**src/rtl/serial_fifo_pkg.sv**
```systemverilog
package serial_fifo_pkg;
  localparam int DATA_W = 8;
  localparam int LVL_W = 5;
  localparam int BUF_DEPTH = 16;
  localparam int CFG_W = 8;
  localparam int CTRL_W = 6;

  localparam logic [7:0] FIFO_CONFIG_OFS = 8'h00;
  localparam logic [7:0] CHANNEL_CTRL_OFS = 8'h04;
  localparam logic [7:0] CHANNEL_STATUS_OFS = 8'h08;
  localparam logic [7:0] TX_DATA_OFS = 8'h0c;
  localparam logic [7:0] RX_DATA_OFS = 8'h10;

  localparam int CFG_FIFO_EN_BIT = 0;
  localparam int CFG_AUTO_DIS_BIT = 1;
  localparam int CFG_RX_IRQ_EN_BIT = 2;
  localparam int CFG_TX_IRQ_EN_BIT = 3;
  localparam int CFG_RX_DEPTH_SEL_BIT = 4;
  localparam logic [CFG_W-1:0] CFG_RESET = 8'h00;

  localparam int CTRL_RX_EN_BIT = 0;
  localparam int CTRL_TX_EN_BIT = 1;
  localparam int CTRL_MODE_LSB = 2;
  localparam int CTRL_FILL_LSB = 4;
  localparam int CTRL_RX_CLR_BIT = 6;
  localparam int CTRL_TX_CLR_BIT = 7;
  localparam logic [CTRL_W-1:0] CTRL_RESET = 6'h00;

  localparam int STAT_RX_LVL_LSB = 0;
  localparam int STAT_TX_LVL_LSB = 8;

  localparam logic [1:0] MODE_HALF_RX = 2'h0;
  localparam logic [1:0] MODE_HALF_TX = 2'h1;
  localparam logic [1:0] MODE_FULL = 2'h2;

  localparam logic [LVL_W-1:0] HALF_DEPTH = 5'h04;
  localparam logic [LVL_W-1:0] FULL_DEPTH = 5'h02;
  localparam logic [LVL_W-1:0] BYPASS_DEPTH = 5'h01;
  localparam logic [LVL_W-1:0] NO_DEPTH = 5'h00;

  localparam logic [1:0] HTRANS_NONSEQ = 2'h2;
  localparam logic HRESP_OKAY = 1'h0;
endpackage

```
**src/rtl/serial_fifo_config.sv**
```systemverilog
// Local design decisions: register access over AHB-Lite and the address map.
`timescale 1ns/10ps
// What this block does
// - receive depth select picks full configured depth or the receive interrupt fill level.
// - with fifo enabled, transmit interrupts follow the transmit interrupt enable.
// - with fifo enabled, receive interrupts follow the receive interrupt enable.
// - auto disable clears receive enable when shifter, buffer and receive fifo are full.
// - auto disable clears transmit enable when fifo, buffer and shifter are all empty.
// - with both directions on, either limit clears both enables.
// - fifo enable bit one turns fifos on; zero bypasses them.
// - depth split: half receive 4, half transmit 4, full duplex 2 each.
// - with fifo enabled, transmit fifo always offers its full configured depth.
// - transmit level counts bytes written and not yet moved out.
// - fill codes 0..3 give 4,1,2,3 half duplex and 2,1,2,1 full duplex.

module stream_fifo #(
  parameter int WIDTH = 8,
  parameter int DEPTH = 16,
  parameter int LVL_W = 5
) (
  input wire logic clk,
  input wire logic rst,
  input wire logic clear,
  input wire logic [LVL_W-1:0] cap,
  input wire logic in_valid,
  output logic in_ready,
  input wire logic [WIDTH-1:0] in_data,
  output logic out_valid,
  input wire logic out_ready,
  output logic [WIDTH-1:0] out_data,
  output logic [LVL_W-1:0] count
);
  localparam int PTR_W = $clog2(DEPTH);
  logic [WIDTH-1:0] mem_ff [DEPTH];
  logic [PTR_W-1:0] wr_ff, nxt_wr, rd_ff, nxt_rd;
  logic [LVL_W-1:0] cnt_ff, nxt_cnt;
  logic push, pop;

  // cap lets the owner shrink usable depth without touching the storage
  assign in_ready = (cnt_ff < cap) && (cnt_ff < LVL_W'(DEPTH));
  assign out_valid = (cnt_ff != '0);
  assign out_data = mem_ff[rd_ff];
  assign count = cnt_ff;
  assign push = in_valid && in_ready;
  assign pop = out_valid && out_ready;

  always_comb begin
    nxt_wr = wr_ff;
    nxt_rd = rd_ff;
    nxt_cnt = cnt_ff;
    if (clear) begin
      nxt_wr = '0;
      nxt_rd = '0;
      nxt_cnt = '0;
    end else begin
      if (push) begin
        nxt_wr = wr_ff + PTR_W'(1);
      end
      if (pop) begin
        nxt_rd = rd_ff + PTR_W'(1);
      end
      nxt_cnt = cnt_ff + LVL_W'(push) - LVL_W'(pop);
    end
  end

  always_ff @(posedge clk) begin
    if (rst) begin
      wr_ff <= '0;
      rd_ff <= '0;
      cnt_ff <= '0;
    end else begin
      wr_ff <= nxt_wr;
      rd_ff <= nxt_rd;
      cnt_ff <= nxt_cnt;
    end
  end

  // storage is not reset; the count guards every read
  always_ff @(posedge clk) begin
    if (push && !clear) begin
      mem_ff[wr_ff] <= in_data;
    end
  end
endmodule // stream_fifo

module serial_fifo_config (
  input wire logic CLK_SYS,
  input wire logic RST,
  input wire logic HSEL,
  input wire logic [31:0] HADDR,
  input wire logic [1:0] HTRANS,
  input wire logic HWRITE,
  input wire logic [2:0] HSIZE,
  input wire logic [31:0] HWDATA,
  input wire logic HREADY,
  output logic [31:0] HRDATA,
  output logic HREADYOUT,
  output logic HRESP,
  output logic [serial_fifo_pkg::DATA_W-1:0] TX_DATA,
  output logic TX_VALID,
  input wire logic TX_READY,
  input wire logic TX_SHIFT_BUSY,
  input wire logic [serial_fifo_pkg::DATA_W-1:0] RX_DATA,
  input wire logic RX_VALID,
  output logic RX_READY,
  input wire logic RX_SHIFT_FULL,
  output logic RX_ENABLE,
  output logic TX_ENABLE,
  output logic TX_IRQ,
  output logic RX_IRQ
);
  import serial_fifo_pkg::*;

  function automatic logic hit(input logic [31:0] addr, input logic [7:0] ofs);
    hit = (addr[31:8] == 24'h000000) && (addr[7:0] == ofs);
  endfunction

  function automatic logic [LVL_W-1:0] fill_bytes(input logic [1:0] code, input logic full_dup);
    case (code)
      2'h0: fill_bytes = full_dup ? 5'h02 : 5'h04;
      2'h1: fill_bytes = 5'h01;
      2'h2: fill_bytes = 5'h02;
      default: fill_bytes = full_dup ? 5'h01 : 5'h03;
    endcase
  endfunction

  logic [CFG_W-1:0] cfg_ff, nxt_cfg;
  logic [CTRL_W-1:0] ctrl_ff, nxt_ctrl;
  logic wr_pend_ff, nxt_wr_pend;
  logic [31:0] wr_addr_ff, nxt_wr_addr;
  logic [31:0] hrdata_ff, nxt_hrdata;
  logic tx_irq_ff, nxt_tx_irq, rx_irq_ff, nxt_rx_irq;
  logic acc, rd_acc, wr_cfg, wr_ctrl, wr_tx, rd_rx;
  logic fifo_en, auto_dis, full_dup, rx_en, tx_en;
  logic [1:0] mode;
  logic [LVL_W-1:0] fill, cfg_rx_depth, cfg_tx_depth, rx_cap, tx_cap, rx_cnt, tx_cnt;
  logic rx_limit, tx_limit, clr_rx_en, clr_tx_en;
  logic tx_in_ready, tx_out_valid, rx_in_ready, rx_out_valid;
  logic [DATA_W-1:0] rx_head;

  assign acc = HSEL && HTRANS[1] && HREADY;
  assign rd_acc = acc && !HWRITE;
  assign wr_cfg = wr_pend_ff && hit(wr_addr_ff, FIFO_CONFIG_OFS);
  assign wr_ctrl = wr_pend_ff && hit(wr_addr_ff, CHANNEL_CTRL_OFS);
  assign wr_tx = wr_pend_ff && hit(wr_addr_ff, TX_DATA_OFS);
  assign rd_rx = rd_acc && hit(HADDR, RX_DATA_OFS) && rx_out_valid;

  assign fifo_en = cfg_ff[CFG_FIFO_EN_BIT];
  assign auto_dis = cfg_ff[CFG_AUTO_DIS_BIT];
  assign rx_en = ctrl_ff[CTRL_RX_EN_BIT];
  assign tx_en = ctrl_ff[CTRL_TX_EN_BIT];
  assign mode = ctrl_ff[CTRL_MODE_LSB +: 2];
  assign full_dup = mode[1];
  assign fill = fill_bytes(ctrl_ff[CTRL_FILL_LSB +: 2], full_dup);

  // storage split follows the transfer mode
  always_comb begin
    cfg_rx_depth = NO_DEPTH;
    cfg_tx_depth = NO_DEPTH;
    if (full_dup) begin
      cfg_rx_depth = FULL_DEPTH;
      cfg_tx_depth = FULL_DEPTH;
    end else if (mode == MODE_HALF_RX) begin
      cfg_rx_depth = HALF_DEPTH;
    end else begin
      cfg_tx_depth = HALF_DEPTH;
    end
  end

  // bypass leaves a single holding slot per direction
  assign rx_cap = !fifo_en ? BYPASS_DEPTH :
    ((cfg_ff[CFG_RX_DEPTH_SEL_BIT] && cfg_rx_depth != NO_DEPTH) ? fill : cfg_rx_depth);
  assign tx_cap = fifo_en ? cfg_tx_depth : BYPASS_DEPTH;

  stream_fifo #(.WIDTH(DATA_W), .DEPTH(BUF_DEPTH), .LVL_W(LVL_W)) tx_fifo (
    .clk(CLK_SYS),
    .rst(RST),
    .clear(wr_ctrl && HWDATA[CTRL_TX_CLR_BIT]),
    .cap(tx_cap),
    .in_valid(wr_tx),
    .in_ready(tx_in_ready),
    .in_data(HWDATA[DATA_W-1:0]),
    .out_valid(tx_out_valid),
    .out_ready(TX_READY && tx_en),
    .out_data(TX_DATA),
    .count(tx_cnt)
  );

  stream_fifo #(.WIDTH(DATA_W), .DEPTH(BUF_DEPTH), .LVL_W(LVL_W)) rx_fifo (
    .clk(CLK_SYS),
    .rst(RST),
    .clear(wr_ctrl && HWDATA[CTRL_RX_CLR_BIT]),
    .cap(rx_cap),
    .in_valid(RX_VALID && rx_en),
    .in_ready(rx_in_ready),
    .in_data(RX_DATA),
    .out_valid(rx_out_valid),
    .out_ready(rd_rx),
    .out_data(rx_head),
    .count(rx_cnt)
  );

  assign TX_VALID = tx_out_valid && tx_en;
  assign RX_READY = rx_in_ready && rx_en;

  // limits as seen by the shifters behind this block
  assign rx_limit = RX_SHIFT_FULL && !rx_in_ready;
  assign tx_limit = (tx_cnt == NO_DEPTH) && !TX_SHIFT_BUSY;
  assign clr_rx_en = auto_dis && rx_en && (rx_limit || (tx_en && tx_limit));
  assign clr_tx_en = auto_dis && tx_en && (tx_limit || (rx_en && rx_limit));

  // a software write to the control word in the same cycle wins over the automatic clear
  always_comb begin
    nxt_cfg = cfg_ff;
    nxt_ctrl = ctrl_ff;
    if (wr_cfg) begin
      nxt_cfg = HWDATA[CFG_W-1:0];
    end
    if (wr_ctrl) begin
      nxt_ctrl = HWDATA[CTRL_W-1:0];
    end else begin
      nxt_ctrl[CTRL_RX_EN_BIT] = rx_en && !clr_rx_en;
      nxt_ctrl[CTRL_TX_EN_BIT] = tx_en && !clr_tx_en;
    end
  end

  always_ff @(posedge CLK_SYS) begin
    if (RST) begin
      cfg_ff <= CFG_RESET;
      ctrl_ff <= CTRL_RESET;
    end else begin
      cfg_ff <= nxt_cfg;
      ctrl_ff <= nxt_ctrl;
    end
  end

  // bypass keeps plain single-byte interrupts; fifo mode gates them by the enables
  always_comb begin
    nxt_tx_irq = tx_en && (tx_cnt == NO_DEPTH);
    nxt_rx_irq = (rx_cnt != NO_DEPTH);
    if (fifo_en) begin
      nxt_tx_irq = cfg_ff[CFG_TX_IRQ_EN_BIT] && tx_en && (tx_cnt == NO_DEPTH);
      nxt_rx_irq = cfg_ff[CFG_RX_IRQ_EN_BIT] && (rx_cnt >= fill);
    end
  end

  always_ff @(posedge CLK_SYS) begin
    if (RST) begin
      tx_irq_ff <= 1'b0;
      rx_irq_ff <= 1'b0;
    end else begin
      tx_irq_ff <= nxt_tx_irq;
      rx_irq_ff <= nxt_rx_irq;
    end
  end

  // read data is formed in the address phase, so the slave never inserts wait states
  always_comb begin
    nxt_wr_pend = acc && HWRITE;
    nxt_wr_addr = acc ? HADDR : wr_addr_ff;
    nxt_hrdata = hrdata_ff;
    if (rd_acc) begin
      nxt_hrdata = 32'h00000000;
      if (hit(HADDR, FIFO_CONFIG_OFS)) begin
        nxt_hrdata[CFG_W-1:0] = cfg_ff;
      end else if (hit(HADDR, CHANNEL_CTRL_OFS)) begin
        nxt_hrdata[CTRL_W-1:0] = ctrl_ff;
      end else if (hit(HADDR, CHANNEL_STATUS_OFS)) begin
        nxt_hrdata[STAT_RX_LVL_LSB +: LVL_W] = rx_cnt;
        nxt_hrdata[STAT_TX_LVL_LSB +: LVL_W] = tx_cnt;
      end else if (rd_rx) begin
        nxt_hrdata[DATA_W-1:0] = rx_head;
      end
    end
  end

  always_ff @(posedge CLK_SYS) begin
    if (RST) begin
      wr_pend_ff <= 1'b0;
      wr_addr_ff <= 32'h00000000;
      hrdata_ff <= 32'h00000000;
    end else begin
      wr_pend_ff <= nxt_wr_pend;
      wr_addr_ff <= nxt_wr_addr;
      hrdata_ff <= nxt_hrdata;
    end
  end

  assign HRDATA = hrdata_ff;
  assign HREADYOUT = 1'b1;
  assign HRESP = HRESP_OKAY;
  assign RX_ENABLE = rx_en;
  assign TX_ENABLE = tx_en;
  assign TX_IRQ = tx_irq_ff;
  assign RX_IRQ = rx_irq_ff;
endmodule // serial_fifo_config

```
**config.mk**
```make
export PLATFORM = sky130hd
export DESIGN_NAME = serial_fifo_config
export DESIGN_NICKNAME = d
export VERILOG_FILES = /design/src/rtl/serial_fifo_pkg.sv /design/src/rtl/serial_fifo_config.sv
export SDC_FILE = /design/constraint.sdc
export NUM_CORES = 1
export LEC_CHECK = 0
export ABC_AREA = 1
export BUFFER_PORTS_ARGS = -buffer_cell sky130_fd_sc_hd__buf_2
export CAP_MARGIN = 20
export CORE_ASPECT_RATIO = 0.5
export CORE_MARGIN = 1.5
export CORE_UTILIZATION = 37
export CTS_CLUSTER_DIAMETER = 150
export DETAILED_ROUTE_END_ITERATION = 7
export GPL_ROUTABILITY_DRIVEN = 0
export GPL_TIMING_DRIVEN = 0
export PLACE_DENSITY = 0.58
export RECOVER_POWER = 100
export SETUP_SLACK_MARGIN = 0.4
export SKIP_CTS_REPAIR_TIMING = 1
export SLEW_MARGIN = 15
export SYNTH_ARGS = -nofsm -noshare
export SYNTH_HDL_FRONTEND = slang
export SYNTH_HIERARCHICAL = 1
export SYNTH_SLANG_ARGS = --single-unit
export TNS_END_PERCENT = 10
```
**constraint.sdc**
```tcl
create_clock -name CLK_SYS -period 4.1 [get_ports CLK_SYS]
set_clock_uncertainty 0.2 [all_clocks]
set_input_delay 0.82 -clock CLK_SYS [delete_from_list [all_inputs] [get_ports CLK_SYS]]
set_output_delay 0.82 -clock CLK_SYS [all_outputs]
set_load 0.01 [all_outputs]
```
Word level (Yosys, flattened, before mapping)
Memory sizes are Yosys's and may differ from the RTL's. A register that Yosys moved wholly into a read port is not among the register bits.
Cells that the tools add are included.
- bits in registers: 88
- memory bits (writable): 256
- memories: 2
- output and inout port bits: 48
- memories (name ; words ; bits a word ; rd ports ; clocked after memory_dff ; wr ports ; line ; source):
    rx_fifo.mem_ff ; 16 ; 8 ; 1 ; 1 ; 1 ; serial_fifo_config.sv:34 ; logic [WIDTH-1:0] mem_ff [DEPTH];
    tx_fifo.mem_ff ; 16 ; 8 ; 1 ; 1 ; 1 ; serial_fifo_config.sv:34 ;
- order comparisons: 5
- add/subtract/negate cells: 8
- reduce and logical (&&, ||, !) cells: 66
- equality and inequality tests: 7
- mux-type cells: 29
- operators with widths (operator ; number):
    logical NOT 24 bit ; 2
    logical AND 1 bit ; 45
    two-way mux 5 bit ; 6
    two-way mux 3 bit ; 6
    adder 4 x 1 -> 4 bit (second input constant) ; 4
    == test 8 x 3 -> 1 bit (second input constant) ; 2
    == test 8 x 4 -> 1 bit (second input constant) ; 2
    logical NOT 8 bit ; 2
    two-way mux 4 bit ; 4
    two-way mux 8 bit ; 2
    nonzero test 5 bit ; 3
    adder 5 x 1 -> 5 bit ; 2
    less-than comparator 5 bit ; 2
    less-than comparator 5 bit (second input constant) ; 2
    subtractor 5 x 1 -> 5 bit ; 2
    one-hot mux 3 bit (3 select lines) ; 1
    == test 8 x 5 -> 1 bit (second input constant) ; 1
    logical NOT 1 bit ; 7
    two-way mux 7 bit ; 1
    two-way mux 1 bit ; 6
    two-way mux 6 bit ; 1
    greater-or-equal comparator 5 bit ; 1
    logical NOT 5 bit ; 1
    logical NOT 2 bit ; 2
    other kinds (5) ; 8

Depth between registers and ports, before layout
- depth after elaboration: 17
- mapped depth: 19

Cells and area by module
The synthesis kept the hierarchy.
- by module, submodules not included (module ; times used ; sequential area each (um2) ; cells an instance ; area an instance (um2)):
    stream_fifo at rx_fifo ; 1 ; 4184.0 ; 586 ; 6411.1
    stream_fifo at tx_fifo ; 1 ; 4184.0 ; 583 ; 6333.6
    serial_fifo_config ; 1 ; 1241.2 ; 473 ; 3254.4

Worst setup path before layout
No wires, ideal clock.
- path kind: register to register
- start: reg ctrl_ff[4]
- end: reg rx_fifo.cnt_ff[4] (netlist: rx_fifo/count[4])
- path slack: 0.919 ns
- arrival: 2.865 ns
- data required time: 3.784 ns
- stages on the path, launching flop included: 18
- library setup time: 0.116 ns
- cells stage by stage: dfxtp_1 inv_1 nand2_1 a2111oi_0 inv_1 ha_1 nand2_1 inv_1 nand3_1 nand4_1 ha_1 inv_1 ha_1 fa_1 a21oi_1 o21bai_1 o21ai_0 nor2_1
- word-level cells in the longest chain between the ends: 9
- elaborated cells between the ends (all ways): 11
- RTL lines (what ; line ; source):
    start, declared ; serial_fifo_config.sv:128 ; logic [CTRL_W-1:0] ctrl_ff, nxt_ctrl;
    start signal, assigned ; serial_fifo_config.sv:233 ; ctrl_ff <= nxt_ctrl;
    == test 2 bit, or another cell as far along ; serial_fifo_config.sv:119 ; case (code)
    one-hot mux 3 bit (3 select lines) * ; serial_fifo_config.sv:119 ;
    two-way mux 5 bit * ; serial_fifo_config.sv:172 ; ((cfg_ff[CFG_RX_DEPTH_SEL_BIT] && cfg_rx_depth != NO_DEPTH) ? fill : cfg_rx_depth);
    two-way mux 5 bit * ; serial_fifo_config.sv:171 ; assign rx_cap = !fifo_en ? BYPASS_DEPTH :
    named net rx_cap[2] ; serial_fifo_config.sv:136 ; logic [LVL_W-1:0] fill, cfg_rx_depth, cfg_tx_depth, rx_cap, tx_cap, rx_cnt, tx_cnt;
    less-than comparator 5 bit * ; serial_fifo_config.sv:40 ; assign in_ready = (cnt_ff < cap) && (cnt_ff < LVL_W'(DEPTH));
    logical AND 1 bit * ; serial_fifo_config.sv:40 ;
    logical AND 1 bit * ; serial_fifo_config.sv:44 ; assign push = in_valid && in_ready;
    adder 5 x 1 -> 5 bit * ; serial_fifo_config.sv:62 ; nxt_cnt = cnt_ff + LVL_W'(push) - LVL_W'(pop);
    subtractor 5 x 1 -> 5 bit * ; serial_fifo_config.sv:62 ;
    end signal, assigned ; serial_fifo_config.sv:74 ; cnt_ff <= nxt_cnt;
    end, declared ; serial_fifo_config.sv:36 ; logic [LVL_W-1:0] cnt_ff, nxt_cnt;
Mark *: on every way through the listed nets, which the timed path passes. The rest lies on a longest branch.
A chain may end at the register's enable or synchronous reset.

Worst setup path in the final report
- start: reg ctrl_ff[4]
- end: out RX_READY
- word-level cells in the longest chain between the ends: 7
- elaborated cells between the ends (all ways): 9
- RTL lines (what ; line ; source):
    == test 2 bit, or another cell as far along ; serial_fifo_config.sv:119 ;
    one-hot mux 3 bit (3 select lines) * ; serial_fifo_config.sv:119 ;
    two-way mux 5 bit * ; serial_fifo_config.sv:172 ;
    two-way mux 5 bit * ; serial_fifo_config.sv:171 ;
    named net rx_cap[2] ; serial_fifo_config.sv:136 ;
    less-than comparator 5 bit * ; serial_fifo_config.sv:40 ;
    logical AND 1 bit * ; serial_fifo_config.sv:40 ;
    named net rx_in_ready ; serial_fifo_config.sv:138 ; logic tx_in_ready, tx_out_valid, rx_in_ready, rx_out_valid;
    logical AND 1 bit * ; serial_fifo_config.sv:204 ; assign RX_READY = rx_in_ready && rx_en;
    end, declared ; serial_fifo_config.sv:105 ; output logic RX_READY,
Marks and branches as above.

==> out/qor.csv <==
stage;metric;value;unit
timing;setup_tns;0;ns
worst_setup_path;crit_fanout;5;
clock_network;clkTransAtPathRegs;0.06;ns
timing;tightestPinTransition;1.14;ns
min_path;min_to;wr_addr_ff[19]$_SDFFE_PP0N_;
timing;fin_crit_sh;0.903;
synthesis;syn_inst;1642;
synthesis;yosys.area_share.xor_xnor;0.00438;
synthesis;synth_top_family_by_area;simple AND/OR/NAND/NOR gates;
floorplanning;core_area;42300;um2
final_layout;nNetsFinal;1910;
pwr;peakVddDrop;0.000224;V
synthesis;yosysSeqAreaShare;0.601;
worst_setup_path;cp.required;3.08;ns
clock_network;clockBufferDepth;3;
min_path;holdPathStages;2;
final_layout;area_delta_synth_final;14.6;%
placement;port_buffers;84;
synthesis;synth-seq-cells;352;
pwr;finalPower;7.50;mW
synthesis;synth_top_cell_by_area;edfxtp_1;
worst_setup_path;rrSetupSlack;0.41;ns
timing;fin_ws;0.398;ns
worst_setup_path;r2r_cells;14;
placement;dp_hpwl;27.8;mm
final_layout;instances_no_fill;2393;
synthesis;synth_top_area_share;0.480;
worst_setup_path;crit_path_start_kind;flop;
routing;postRouteAntennaNets;0;
routing;drt_iter0_drc;966;
worst_setup_path;crit_type;flop to output port;
min_path;hold_start;wr_addr_ff[19]$_SDFFE_PP0N_;
worst_setup_path;cpMostUsedCell;nand2_1;
floorplanning;ioPinCount;134;
floorplanning;die_h;150;um
grt;grt_overflow;0;
grt;antenna_found_initial;0;
worst_setup_path;reg2reg_from;ctrl_ff[4]$_SDFFE_PP0P_;
timing;fin_crit;3.70;ns
synthesis;yosysWarningCount;6;
routing;drt-vias-per-instance;4.85;
clock_network;insertion_delay;0.53;ns
worst_setup_path;cp.buffers_inverters;4;
final_layout;nFillCells;4154;
timing;drv_slew;0;
worst_setup_path;cp-end-kind;output port;
timing;relSlewSlack;0.241;
min_path;hp-class;flop to flop;
floorplanning;die_w;297;um
routing;vias;11600;
worst_setup_path;cp_cell_sequence;inv_1 > nand2_1 > a2111oi_0 > inv_1 > ha_1 > nand2_1 > nand2_1 > nand2_4 > nand2_1 > nor2_4 > nand2_1 > inv_1 > clkbuf_1;
clock_network;cts-root-buf;clkbuf_16;
synthesis;yosys.area_share.simple;0.197;
worst_setup_path;arrival;2.68;ns
clock_network;clock-sinks;352;
synthesis;synth_area_per_cell;9.74;um2
placement;place_ws;0.372;ns
clock_network;cts_tree;yes;
pwr;powerDensity;409;nW/um2
final_layout;drive_gt1_frac;0.112;
synthesis;ys_types;42;
timing;hold_viol;0;
pwr;p_leak;6.87;nW
grt;grt_pass1_vias;10700;
floorplanning;die-area;44600;um2
routing;routed_wl;40.3;mm
timing;setup_viol;0;
worst_setup_path;r2r-end;rx_fifo/mem_ff[4][1]$_DFFE_PP_;
synthesis;synth_fa_ha_area_frac;0.0283;
synthesis;synth_compound_area_frac;0.0899;
flow_run;drv_cap;0;
final_layout;num_antenna_cells;0;
worst_setup_path;critical-path-slowest-cell;a2111oi_0;
grt;grt_pass1_wl;61.7;mm
floorplanning;row_count;53;
routing;dr.pass1.iters;5;
clock_network;cts_buffers;36;
timing;fmax;270;MHz
worst_setup_path;cpLargestDelayFamily;simple AND/OR/NAND/NOR gates;
clock_network;h-tree-depth;2;
grt;grtUsageTotal;0.179;
routing;wl_per_cell;16.8;um
placement;dp.cells;2326;
timing;rsz0062_at_grt;yes;
floorplanning;initial_core_util;0.378;
worst_setup_path;critPathMaxStageDelay;0.45;ns
synthesis;ys_top_cells_by_area;edfxtp_1 (48%), dfxtp_1 (12%), nand2_1 (6.0%), nor2_1 (5.9%), inv_1 (4.0%);
synthesis;synthMuxAreaShare;0;
routing;drc;0;
synthesis;synth_area;16000;um2
grt;grt_max_degree;19;
outcome;outcome;finished, final reports clean;
-- layout make-up --
type | count | area (um2) | area share
Sequential cell | 352 | 9610 | 0.524
Clock inverter | 19 | 235 | 0.0128
Timing Repair Buffer | 86 | 384 | 0.0209
Clock buffer | 46 | 990 | 0.0540
Multi-Input combinational cell | 1039 | 5120 | 0.280
Buffer | 90 | 573 | 0.0313
Inverter | 184 | 696 | 0.0379
Tap cell | 577 | 722 | 0.0394
-- report_power, final --
part	internal, mW	leakage (nW)	switching [mW]
logic	0.0602	3.19	0.141
clock network	2.04	0.601	1.42
registers	3.83	3.08	0.00589
total	5.93	6.87	1.57
-- state kept, by name, indices dropped and copies added, names as in the netlist, named ones only --
register        flops
HRDATA             13
RX_IRQ              1
TX_IRQ              1
cfg_ff              8
ctrl_ff             6
rx_fifo/count       5
rx_fifo/mem_ff    128
rx_fifo/rd_ff       4
rx_fifo/wr_ff       4
tx_fifo/count       5
tx_fifo/mem_ff    128
tx_fifo/rd_ff       4
tx_fifo/wr_ff       4
wr_addr_ff         32
wr_pend_ff          1
-- cells by family (layout without fill, tap and decap cells) --
| kind of cell | count (synthesis) | in the layout |
|---|---|---|
| buffers and inverters | 274 | 425 |
| AOI/OAI and AO/OA | 263 | 263 |
| xor gates and xnor gates | 8 | 8 |
| DFF | 352 | 352 |
| adders and majority gates | 35 | 35 |
| other | 2 | 25 |
| and+or+nand+nor | 708 | 708 |
-- worst min-delay path, delay by kind of cell (launching register included) --
family / cells / cell delay (ns)
AOI/OAI and AO/OA: 1 / 0.05
DFF: 1 / 0.29
buffers and inverters: 1 / 0.06
-- worst max-delay path by stage --
| stage | start | endpoint | slack (ns) | cells past startpoint |
|---|---|---|---|---|
| 2_1_floorplan | ctrl_ff[4]$_SDFFE_PP0P_ | rx_fifo/count[4]$_SDFF_PP0_ | 0.92 | 17 |
| 3_3_place_gp | cfg_ff[0]$_SDFFE_PP0P_ | rx_fifo/count[4]$_SDFF_PP0_ | 0.38 | 16 |
| 3_5_place_dp | HREADY | rx_fifo/count[4]$_SDFF_PP0_ | 0.37 | 17 |
| 4_1_cts | cfg_ff[0]$_SDFFE_PP0P_ | RX_READY | 0.33 | 12 |
| 5_1_grt | ctrl_ff[4]$_SDFFE_PP0P_ | rx_fifo/mem_ff[12][6]$_DFFE_PP_ | 0.19 | 14 |
| 6_report | ctrl_ff[4]$_SDFFE_PP0P_ | RX_READY | 0.40 | 13 |
-- per-stage QoR --
stage	cell area [um2]	util	hold WS, ns
floorplan	16100	-	0.229
global placement	17200	0.407	0.242
detailed placement	17200	0.407	0.247
CTS	18500	0.436	0.258
global route	18300	0.433	0.281
finish	18300	0.433	0.251
-- metal layers --
| metal | routed length [um] | vias up | GRT usage |
|---|---|---|---|
| li1 | - | 5772 | - |
| met1 | 18600 | 5446 | 0.248 |
| met2 | 18600 | 318 | 0.296 |
| met3 | 2290 | 60 | 0.0277 |
| met4 | 807 | 0 | 0.0418 |
| met5 | 0 | - | 0 |
-- cell usage in the layout (no fill, tap or decap), drive strengths merged, types with 10 or more instances in the layout --
cell type	synthesis	layout
inv	183	187
nand2	261	261
clkinv	1	10
clkbuf	24	116
ha	33	33
o21ai	142	142
edfxtp	256	256
nand3	131	131
a21oi	80	80
dfxtp	96	96
o211ai	35	35
nor2	274	274
nand4	30	30
conb	2	25
buf	66	106
-- cell usage after synthesis --
master,instances
edfxtp_1,256
nand2_1,254
nor2_1,250
inv_1,172
nand3_1,127
o21ai_0,122
dfxtp_1,96
a21oi_1,75
o211ai_1,35
ha_1,33
buf_4,31
nand4_1,28
buf_2,24
clkbuf_1,23
o21ai_1,20
nor2_4,15
inv_2,11
buf_6,9
nor2_2,8
xnor2_1,6
a21oi_2,5
nand2_2,5
nor3_1,5
nand3b_1,3
a211oi_1,2
and2_1,2
conb_1,2
fa_1,2
nand2_4,2
nand3_2,2
nand3_4,2
nand4_2,2
nor4_1,2
o21bai_1,2
xor2_1,2
a2111oi_0,1
a31oi_1,1
buf_1,1
buf_12,1
clkbuf_8,1
clkinv_4,1
nor2_8,1
Note: power is estimated with default switching activity, not from simulation.
